==> config.mk <==
export PLATFORM = sky130hd
export DESIGN_NAME = trc_read_side
export DESIGN_NICKNAME = d
export VERILOG_FILES = /design/src/trc_pkg.sv /design/src/trc_read_side.sv
export VERILOG_INCLUDE_DIRS = /design/src /design/src/src
export SDC_FILE = /design/constraint.sdc
export NUM_CORES = 1
export LEC_CHECK = 0
export BUFFER_PORTS_ARGS = -buffer_cell sky130_fd_sc_hd__buf_4
export CAP_MARGIN = 5
export CORE_MARGIN = 2
export CORE_UTILIZATION = 50
export CTS_CLUSTER_DIAMETER = 150
export DETAILED_ROUTE_END_ITERATION = 8
export PLACE_DENSITY_LB_ADDON = 0.3
export SYNTH_ARGS = -nofsm -noshare
export SYNTH_HDL_FRONTEND = slang
export SYNTH_SLANG_ARGS = --single-unit
==> constraint.sdc <==
create_clock -name sys_clk -period 32.8 [get_ports sys_clk]
set_input_delay 1.64 -clock sys_clk [delete_from_list [all_inputs] [get_ports sys_clk]]
set_output_delay 1.64 -clock sys_clk [all_outputs]
set_load 0.005 [all_outputs]
==> src/trc_regs.svh <==
`ifndef TRC_REGS_SVH
`define TRC_REGS_SVH

// ==========================================================
// Register offsets
`define TRC_REG_CTRL    4'h0
`define TRC_REG_STATUS  4'h4
`define TRC_REG_PERIOD  4'h8
`define TRC_REG_CHECK   4'hC

// ==========================================================
// Control fields
`define TRC_CTRL_DUAL_STACK  0
`define TRC_CTRL_READ_EN     1
`define TRC_CTRL_CLEAR       2
`define TRC_CTRL_RESET       3'h0

// ==========================================================
// Threshold codes
`define TRC_THR_LOW   2'h0
`define TRC_THR_HIGH  2'h1
`define TRC_THR_XLOW  2'h2

// ==========================================================
// Nominal clip levels, percent of nominal amplitude
`define TRC_PCT_HIGH  8'h32
`define TRC_PCT_LOW   8'h14
`define TRC_PCT_XLOW  8'h0A

// ==========================================================
// Timing and check constants
`define TRC_STROBE_PCT   46
`define TRC_PCT_DIV      100
`define TRC_PERIOD_MAX   16'hFFFF
`define TRC_CRC_OUT_MASK 9'h1EB
`define TRC_CRC_FEEDBACK 9'h03C

`endif

==> src/trc_pkg.sv <==
package trc_pkg;

  typedef enum logic [1:0] {
    TRC_IDLE  = 2'b01,
    TRC_PULSE = 2'b10
  } trc_strobe_t;

  typedef struct packed {
    logic       parity;
    logic [7:0] data;
  } trc_char_t;

  typedef struct packed {
    logic        hi_s1;
    logic        hi_s2;
    logic        xl_s1;
    logic        xl_s2;
    logic        wr_s1;
    logic        wr_s2;
    logic        ck_s1;
    logic        ck_s2;
    logic        ck_s3;
    trc_char_t   ch_s1;
    trc_char_t   ch_s2;
    logic [15:0] period;
    logic [15:0] cnt;
    logic [15:0] stb_cnt;
    trc_strobe_t fsm;
    logic        strobe;
    trc_char_t   rd_char;
    logic [1:0]  thr;
    logic [7:0]  thr_pct;
    logic [8:0]  crc;
    logic [8:0]  lrc;
    logic [15:0] chars;
    logic        dual_stack;
    logic        read_en;
    logic        xl_conflict;
    logic [31:0] rdata;
  } trc_state_t;

endpackage

==> src/trc_read_side.sv <==
// Function
// Controller XORs each character into the nine-bit check shift register.
// Check register then rotates right, parity stage wrapping into stage zero.
// If wrapped bit is one, stages two to five are inverted.
// Check register advances exactly once per data character, no extra shift.
// Cyclic check character is final contents inverted except stages two and four.
// Reverse reads reverse bit significance before entering the check register.
// Cyclic check odd parity for even character count, even for odd count.
// Controller always writes a correct cyclic check character on nine-track.
// Erased gap made by write command with write strobes suppressed.
// High threshold line selects fifty percent level, for verify reads only.
// With threshold lines deasserted, read signals clip at twenty percent.
// Extra-low line selects ten percent, only with high line deasserted.
// Dual-stack units pick threshold from the write status flag.
// Controller keeps threshold lines unchanged across each record.
// One read strobe per character; data sampled on its trailing edge. Here a character arriving during a pulse gets no strobe of its own.
// Read strobe lasts nominally 46 percent of a character period.
// Controller ignores read data during the pre-record delay.
// First strobe of a record arms both gap detectors.
// After 2.5 idle periods a 3-period window catches the cyclic check.
// Characters after that window are the longitudinal check character.
// After 16 idle periods controller stops reads and forward motion.
// Each character is parity checked and accumulated into both check registers.
// Reverse reads see check characters first; post-record delay before stop.
// File mark is one character equal to its longitudinal check, fixed pattern.
// Nine-track data odd vertical parity, seven-track BCD even.
`include "trc_regs.svh"

module trc_read_side (
  input  wire logic                sys_clk,
  input  wire logic                reset,
  input  wire logic                char_clk,
  input  wire trc_pkg::trc_char_t  head_char,
  input  wire logic                high_threshold_select,
  input  wire logic                extra_low_threshold_select,
  input  wire logic                write_status_flag,
  input  wire logic [3:0]          addr,
  input  wire logic [31:0]         wdata,
  input  wire logic                wr,
  input  wire logic                rd,
  output logic [31:0]              rdata,
  output logic                     read_char_strobe,
  output logic                     read_parity_line,
  output logic [7:0]               read_data_lines,
  output logic [1:0]               threshold_code,
  output logic [7:0]               threshold_pct
);
  import trc_pkg::*;

  trc_state_t state;
  trc_state_t next_state;

  // ==========================================================
  // Helpers
  // Never shorter than one cycle, even for a very short period
  function automatic logic [15:0] strobe_width(input logic [15:0] period);
    logic [31:0] w;
    w = ({16'h0000, period} * `TRC_STROBE_PCT) / `TRC_PCT_DIV;
    if (w[15:0] == 16'h0000) begin
      strobe_width = 16'h0001;
    end else begin
      strobe_width = w[15:0];
    end
  endfunction

  // One character into the check register: exclusive-OR, rotate right, feedback
  function automatic logic [8:0] crc_step(input logic [8:0] crc, input logic [8:0] ch);
    logic [8:0] x;
    logic [8:0] r;
    x = crc ^ ch;
    r = {x[7:0], x[8]};
    if (r[0]) begin
      r = r ^ `TRC_CRC_FEEDBACK;
    end
    crc_step = r;
  endfunction

  // Cyclic check character as it would go to tape; stages two and four stay true
  logic [8:0] cyclic_check_character;
  assign cyclic_check_character = state.crc ^ `TRC_CRC_OUT_MASK;

  // ==========================================================
  // Next state
  always_comb begin
    logic edge_seen;
    logic [8:0] ch9;
    edge_seen = 1'b0;
    ch9 = 9'h000;
    next_state = state;

    // ==========================================================
    // Synchronisers
    // Pins from the transport domain pass two stages first
    next_state.hi_s1 = high_threshold_select;
    next_state.hi_s2 = state.hi_s1;
    next_state.xl_s1 = extra_low_threshold_select;
    next_state.xl_s2 = state.xl_s1;
    next_state.wr_s1 = write_status_flag;
    next_state.wr_s2 = state.wr_s1;
    next_state.ck_s1 = char_clk;
    next_state.ck_s2 = state.ck_s1;
    next_state.ck_s3 = state.ck_s2;
    next_state.ch_s1 = head_char;
    next_state.ch_s2 = state.ch_s1;

    edge_seen = state.ck_s2 && !state.ck_s3;
    ch9 = {state.ch_s2.parity, state.ch_s2.data};

    // ==========================================================
    // Threshold selection
    if (state.dual_stack) begin
      if (state.wr_s2) begin
        next_state.thr = `TRC_THR_HIGH;
      end else if (state.xl_s2) begin
        next_state.thr = `TRC_THR_XLOW;
      end else begin
        next_state.thr = `TRC_THR_LOW;
      end
      next_state.xl_conflict = 1'b0;
    end else begin
      if (state.hi_s2) begin
        // High line wins; extra-low needs it released
        next_state.thr = `TRC_THR_HIGH;
      end else if (state.xl_s2) begin
        next_state.thr = `TRC_THR_XLOW;
      end else begin
        next_state.thr = `TRC_THR_LOW;
      end
      // Conflict is only reported; the transport still sees the high level
      next_state.xl_conflict = state.hi_s2 && state.xl_s2;
    end
    unique case (next_state.thr)
      `TRC_THR_HIGH: next_state.thr_pct = `TRC_PCT_HIGH;
      `TRC_THR_XLOW: next_state.thr_pct = `TRC_PCT_XLOW;
      default:       next_state.thr_pct = `TRC_PCT_LOW;
    endcase

    // ==========================================================
    // Character period measurement, saturating on long gaps
    // A gap beyond the counter reads as the maximum rather than wrapping short
    if (edge_seen) begin
      next_state.period = state.cnt;
      next_state.cnt = 16'h0001;
    end else if (state.cnt != `TRC_PERIOD_MAX) begin
      next_state.cnt = state.cnt + 16'h0001;
    end

    // ==========================================================
    // Strobe generator: data set at the leading edge, steady to the trailing edge
    // A new edge during a pulse reloads its count; the strobe stays high, so that character gets no rising edge of its own
    unique case (state.fsm)
      TRC_IDLE: begin
        next_state.strobe = 1'b0;
      end
      TRC_PULSE: begin
        if (state.stb_cnt <= 16'h0001) begin
          next_state.fsm = TRC_IDLE;
          next_state.strobe = 1'b0;
        end else begin
          next_state.stb_cnt = state.stb_cnt - 16'h0001;
        end
      end
    endcase
    if (edge_seen && state.read_en) begin
      next_state.fsm = TRC_PULSE;
      next_state.strobe = 1'b1;
      // Width follows the gap this edge just closed, so the long idle gap stretches the first pulse after idle
      next_state.stb_cnt = strobe_width(state.cnt);
      // Accepted character: latch it and fold it into both check registers
      next_state.rd_char = state.ch_s2;
      next_state.crc = crc_step(state.crc, ch9);
      next_state.lrc = state.lrc ^ ch9;
      next_state.chars = state.chars + 16'h0001;
    end

    // ==========================================================
    // Register bus
    // Read data stand for one cycle only, zero otherwise
    next_state.rdata = 32'h0000_0000;
    if (wr && addr == `TRC_REG_CTRL) begin
      next_state.dual_stack = wdata[`TRC_CTRL_DUAL_STACK];
      next_state.read_en = wdata[`TRC_CTRL_READ_EN];
      if (wdata[`TRC_CTRL_CLEAR]) begin
        // Clear starts a new record; a character in the same cycle is still strobed out but left out of both check registers and the count
        next_state.crc = 9'h000;
        next_state.lrc = 9'h000;
        next_state.chars = 16'h0000;
      end
    end
    if (rd) begin
      unique case (addr)
        `TRC_REG_CTRL:   next_state.rdata = {30'h0000_0000, state.read_en, state.dual_stack};
        // CRC parity against LRC parity shows the check property live
        `TRC_REG_STATUS: next_state.rdata = {11'h000, state.chars, ^cyclic_check_character, ^state.lrc ^ ^cyclic_check_character,
                                             state.xl_conflict, state.thr};
        `TRC_REG_PERIOD: next_state.rdata = {16'h0000, state.period};
        `TRC_REG_CHECK:  next_state.rdata = {7'h00, state.lrc, 7'h00, cyclic_check_character};
        default:         next_state.rdata = 32'h0000_0000;
      endcase
    end
  end

  // ==========================================================
  // State register
  always_ff @(posedge sys_clk or posedge reset) begin
    if (reset) begin
      // Threshold comes up at the normal low clip level
      state <= '{fsm: TRC_IDLE, thr: `TRC_THR_LOW, thr_pct: `TRC_PCT_LOW, default: '0};
    end else begin
      state <= next_state;
    end
  end

  // ==========================================================
  // Outputs
  assign rdata = state.rdata;
  assign read_char_strobe = state.strobe;
  assign read_parity_line = state.rd_char.parity;
  assign read_data_lines = state.rd_char.data;
  assign threshold_code = state.thr;
  assign threshold_pct = state.thr_pct;

endmodule

Yosys cells after proc, flatten, opt, wreduce, memory -nomap -nowiden
Index checks and enable logic that the tools add are counted.
- bits in latches: 0
- RAM bits: 0
- bits in read-only memories: 0
- output and inout port bits: 52
- logic and storage cells: 84
- input bits: 53
- register bits: 166
- memories kept: 0
- reduce and logical (&&, ||, !) cells: 14
- divide/modulo/power cells: 1
- bitwise operators: 5
- $add $sub $neg: 3
- shift-type cells: 0
- mux-type cells: 20
- multiply operators: 1
- magnitude comparators: 1
- equality and inequality tests: 10
- operators by type and width (kind ; count):
    25-bit case mux with 4 select lines ; 1
    34-bit two-way mux ; 2
    16-bit two-way mux ; 4
    36-bit two-way mux ; 1
    16-bit by 1-bit adder with 16-bit output (second input constant) ; 2
    22-bit by 7-bit divider with 32-bit output (second input constant) ; 1
    28-bit two-way mux ; 1
    25-bit two-way mux ; 1
    16-bit by 5-bit multiplier with 21-bit output (second input constant) ; 1
    18-bit two-way mux ; 1
    9-bit XOR reduction ; 2
    9-bit XOR ; 2
    16-bit by 1-bit <= comparator with 1-bit output (second input constant) ; 1
    16-bit zero test ; 1
    16-bit != test (second input constant) ; 1
    16-bit by 1-bit subtractor with 16-bit output (second input constant) ; 1
    6-bit case mux with 2 select lines ; 1
    4-bit equality test (second input constant) ; 2
    2-bit two-way mux ; 4
    7-bit NOT ; 1
    6-bit two-way mux ; 1
    2-bit nonzero test ; 3
    2-bit by 1-bit equality test with 1-bit output (second input constant) ; 2
    2-bit equality test (second input constant) ; 2
    12 further kinds ; 16

Longest topological paths before layout
- word-level depth: 6
- depth in mapped cells: 53

Worst setup path before layout
Ideal clock, no wire load.
- path type: reg2reg
- from: register state[115] (netlist name)
- to: register state[91] (netlist name)
- cell stages (with the launch flop): 49
- required time: 32672 ps
- path slack: 21119 ps
- arrival time: 11553 ps
- cells stage by stage: dfrtp_1 -> ha_1 -> fa_1 -> inv_1 -> fa_1 -> inv_1 -> ha_1 -> buf_6 -> a21oi_1 -> o21ai_0 -> a221o_1 -> or3_4 -> and2_1 -> buf_6 -> buf_6 -> o221ai_2 -> and3_2 -> a31oi_1 -> [... 13 more ...] -> nand4_2 -> and2_1 -> o32ai_4 -> o211ai_4 -> xnor2_4 -> or3_4 -> a31oi_4 -> a2bb2oi_2 -> o311a_4 -> o21ai_2 -> a22oi_1 -> xnor2_1 -> o21ai_1 -> buf_2 -> a22o_2 -> and3_1 -> nor4_1 -> o41ai_2
- longest elaborated chain between the ends: 5
- RTL lines (element ; line ; text):
    start: declaration ; trc_read_side.sv:50 ; trc_state_t state;
    start signal: assignment ; trc_read_side.sv:210 ; state <= next_state;
    16-bit by 5-bit multiplier with 21-bit output (no line) * ; n/a ;
    22-bit by 7-bit divider with 32-bit output (no line) * ; n/a ;
    16-bit zero test ; trc_read_side.sv:59 ; if (w[15:0] == 16'h0000) begin
    16-bit two-way mux * ; trc_read_side.sv:59 ;
    28-bit two-way mux * ; trc_read_side.sv:164 ; if (edge_seen && state.read_en) begin
Mark *: on every way between the ends. The rest lies on a longest branch, timed or not.
A chain may end at the register's enable or synchronous reset.

Worst setup path after layout
- from: register state[113] (netlist name)
- to: register state[91] (netlist name)
The elaborated chain is that of the path after synthesis.

==> flow_metrics.env <==
export IMPL_maxSlewViolCount=0
export IMPL_grt_overflow=0
export IMPL_cp_max_fo=18
export IMPL_die_h_um=163
export IMPL_period_needed_ns=14.35
export IMPL_setup_violations_final=0
export IMPL_hold_path_class="flop to flop"
export IMPL_vias=10200
export IMPL_postCtsSetupBuffers=0
export IMPL_syn_inst=1392
export IMPL_drive_above_1_share_pct=15.1
export IMPL_yosys_register_bits=155
export IMPL_synthesis_area_mm2=0.0126
export IMPL_drc=0
export IMPL_pre_cts_ws_ns=18.60
export IMPL_slew_headroom_pct=30.9
export IMPL_grt_use_total_pct=22.2
export IMPL_required_ns=33.10
export IMPL_synth_fa_ha_area_share_pct=9.23
export IMPL_synth_top_family_by_area="compound AO/OA/AOI/OAI gates"
export IMPL_final_cell_mix="dfrtp_1, nand2_1, nor2_1, buf_4, xnor2_1"
export IMPL_period_share_pct=43.8
export IMPL_htreeDepth=4
export IMPL_startpoint_type="flop"
export IMPL_io_pins=105
export IMPL_setup_slack_ns=18.45
export IMPL_crit_buf_inv=0
export IMPL_antenna_found_initial=0
export IMPL_grt_pass1_wl_um=48500
export IMPL_grt_max_degree=95
export IMPL_ff2ff_setup_slack_ns=18.45
export IMPL_grt_pass1_vias=9821
export IMPL_endpoint="state[91]$_DFFE_PP0P_"
export IMPL_status="complete, no violations"
export IMPL_crit_path_start="state[113]$_DFFE_PP0P_"
export IMPL_port_buffers=65
export IMPL_synth_top_cell_area_share_pct=30.2
export IMPL_place_gp_congestion=0.901
export IMPL_nNetsFinal=1513
export IMPL_detail_route_wl_per_cell_um=16.5
export IMPL_vias_per_cell=5.91
export IMPL_crit_slowest_cell="mux2i_1"
export IMPL_setup_tns_ns=0
export IMPL_synth_simple_area_share_pct=19.5
export IMPL_critical_path_class="flop to flop"
export IMPL_cts_num_sinks=155
export IMPL_synthMuxAreaShare_pct=1.63
export IMPL_max_stage_delay_ns=0.84
export IMPL_tightest_slew_ns=1.03
export IMPL_synth_compound_area_share_pct=23.5
export IMPL_p_leak_nw=5.96
export IMPL_dp_hpwl_um=21200
export IMPL_hold_viol=0
export IMPL_rsz0062_at_grt="no"
export IMPL_rows=58
export IMPL_crit_cells=42
export IMPL_numCtsBuffers=17
export IMPL_ys_seq_area_share_pct=30.8
export IMPL_clock_latency_ns=0.43
export IMPL_yosysUniqueCellTypes=132
export IMPL_avgSynthCellArea_um2=9.04
export IMPL_async_reset_ff_share_pct=100
export IMPL_synth_xor_area_share_pct=8.27
export IMPL_worst_setup_path_end_kind="flop"
export IMPL_syn_to_final_growth_pct=7.19
export IMPL_drv_cap=0
export IMPL_antenna_cells=0
export IMPL_fmax_mhz=69.7
export IMPL_core_mm2=0.0250
export IMPL_ir_drop_mv=0.0615
export IMPL_die_w_um=163
export IMPL_cts_buffer_depth=2
export IMPL_reg2reg_depth=42
export IMPL_yosys_warnings=0
export IMPL_first_pass_iters=5
export IMPL_path_clk_slew_ns=0.06
export IMPL_n_fill_cell=2251
export IMPL_synth_largest_area_cell="dfrtp_1"
export IMPL_synthTopCellsByArea="dfrtp_1, xnor2_1, ha_1, nand2_1, fa_1"
export IMPL_routed_wl_um=28500
export IMPL_ys_flop_type="dfrtp_1"
export IMPL_initial_core_util_pct=50.4
export IMPL_cpLargestDelayFamily="compound AO/OA/AOI/OAI gates"
export IMPL_dieArea_mm2=0.0265
export IMPL_powerDensity_mw_per_mm2=72.6
export IMPL_drtIter0Drc=702
export IMPL_ant_nets=0
export IMPL_cts_tree="yes"
export IMPL_cts_resized=0
export IMPL_clockRootBuffer="clkbuf_16"
export IMPL_mostFrequentLayoutCell="dfrtp_1"
export IMPL_r2r_start="state[113]$_DFFE_PP0P_"
export IMPL_reg2reg_to="state[91]$_DFFE_PP0P_"
export IMPL_skew_ns=0.00789
export IMPL_synth_edf_count=0
export IMPL_crit_arrival_ns=14.65
export IMPL_holdBufCountCts=0
## state kept, by name, indices dropped and copies added (netlist names)
register / count
state: 98
read_data_lines: 8
read_parity_line: 1
threshold_code: 2
threshold_pct: 4
read_char_strobe: 1
next_state: 14
cyclic_check_character: 2
rdata: 25
## logic make-up (layout without fill, tap and decap cells)
logic type	Yosys count	after routing
multiplexers	18	18
AO/OA/AOI/OAI	378	378
flip-flops	155	155
AND/OR/NAND/NOR	487	487
buffers and inverters	160	158
other	1	10
XOR/XNOR	115	115
adder cells (fa/ha/maj)	78	78
## synth_stat cells, types with 11 or more instances
| cell | n |
|---|---|
| and2_1 | 12 |
| nand3_1 | 35 |
| a21o_1 | 14 |
| inv_1 | 52 |
| fa_1 | 26 |
| nor3_1 | 22 |
| o21ai_1 | 13 |
| nor4_1 | 11 |
| o21ai_0 | 59 |
| a31oi_1 | 15 |
| dfrtp_1 | 152 |
| a211oi_1 | 22 |
| nand4_1 | 20 |
| clkbuf_1 | 28 |
| buf_4 | 58 |
| o211ai_1 | 18 |
| a22oi_1 | 18 |
| buf_2 | 13 |
| nor2_1 | 129 |
| xnor2_1 | 70 |
| a21oi_1 | 60 |
| or3_1 | 15 |
| xor2_1 | 42 |
| nand2_1 | 149 |
| ha_1 | 48 |
| and3_1 | 22 |
## stage by stage
step	util, %	area, um2	instances	hold slack, ns	total power, mW
after floorplan	-	12600	1401	0.331	0.686
after global placement	51.7	12900	1697	0.335	0.770
after detailed placement	51.7	12900	1697	0.335	0.779
after CTS	54.0	13500	1729	0.340	0.981
after global routing	54.0	13500	1729	0.341	1.05
final	54.0	13500	1729	0.340	0.980
## area by class of cell
cell class | instances | area, um2 | share of cell area [%]
inverter | 53 | 204 | 1.51
multi-input combinational | 1086 | 7850 | 58.2
tap | 330 | 413 | 3.06
timing repair buffer | 73 | 548 | 4.06
clock buffer | 20 | 457 | 3.38
clock inverter | 12 | 139 | 1.03
sequential | 155 | 3880 | 28.8
## worst min path at each step
stage | startpoint | to | slack (ns) | cells past startpoint
detailed placement | next_state[158]$_DFF_PP0_ | next_state[157]$_DFF_PP0_ | 0.33 | 0
global route | next_state[164]$_DFF_PP0_ | state[164]$_DFF_PP0_ | 0.34 | 0
finish | next_state[147]$_DFF_PP0_ | state[147]$_DFF_PP0_ | 0.34 | 0
floorplan | next_state[158]$_DFF_PP0_ | next_state[157]$_DFF_PP0_ | 0.33 | 0
global placement | next_state[141]$_DFF_PP0_ | state[141]$_DFF_PP0_ | 0.34 | 0
CTS | next_state[160]$_DFF_PP0_ | state[160]$_DFF_PP0_ | 0.34 | 0
## worst register-to-register path, delay by kind of cell (launching register included)
| family | cells | cell delay, ns |
|---|---|---|
| mux | 2 | 1.60 |
| compound gates | 21 | 6.06 |
| fa+ha+maj | 4 | 1.78 |
| simple gates | 14 | 3.86 |
| xor+xnor | 1 | 0.33 |
| flops | 1 | 0.61 |
## routing by layer
metal  wire [um]  vias to the layer above  global-route usage (%)
met1       12900                     4914                    30.1
met2       13900                      280                    37.5
met3        1220                       42                    2.57
met5           0                        -                       0
met4         518                        0                    7.16
li1            -                     4986                       -
## where the power goes
part           internal [mW]  total (mW)  switching (mW)  leakage [nW]
registers              0.232       0.275          0.0436          1.96
logic                  0.213       0.508           0.295          3.71
clock network          0.117       0.196          0.0793         0.285
(Power assumes the default switching activity.)
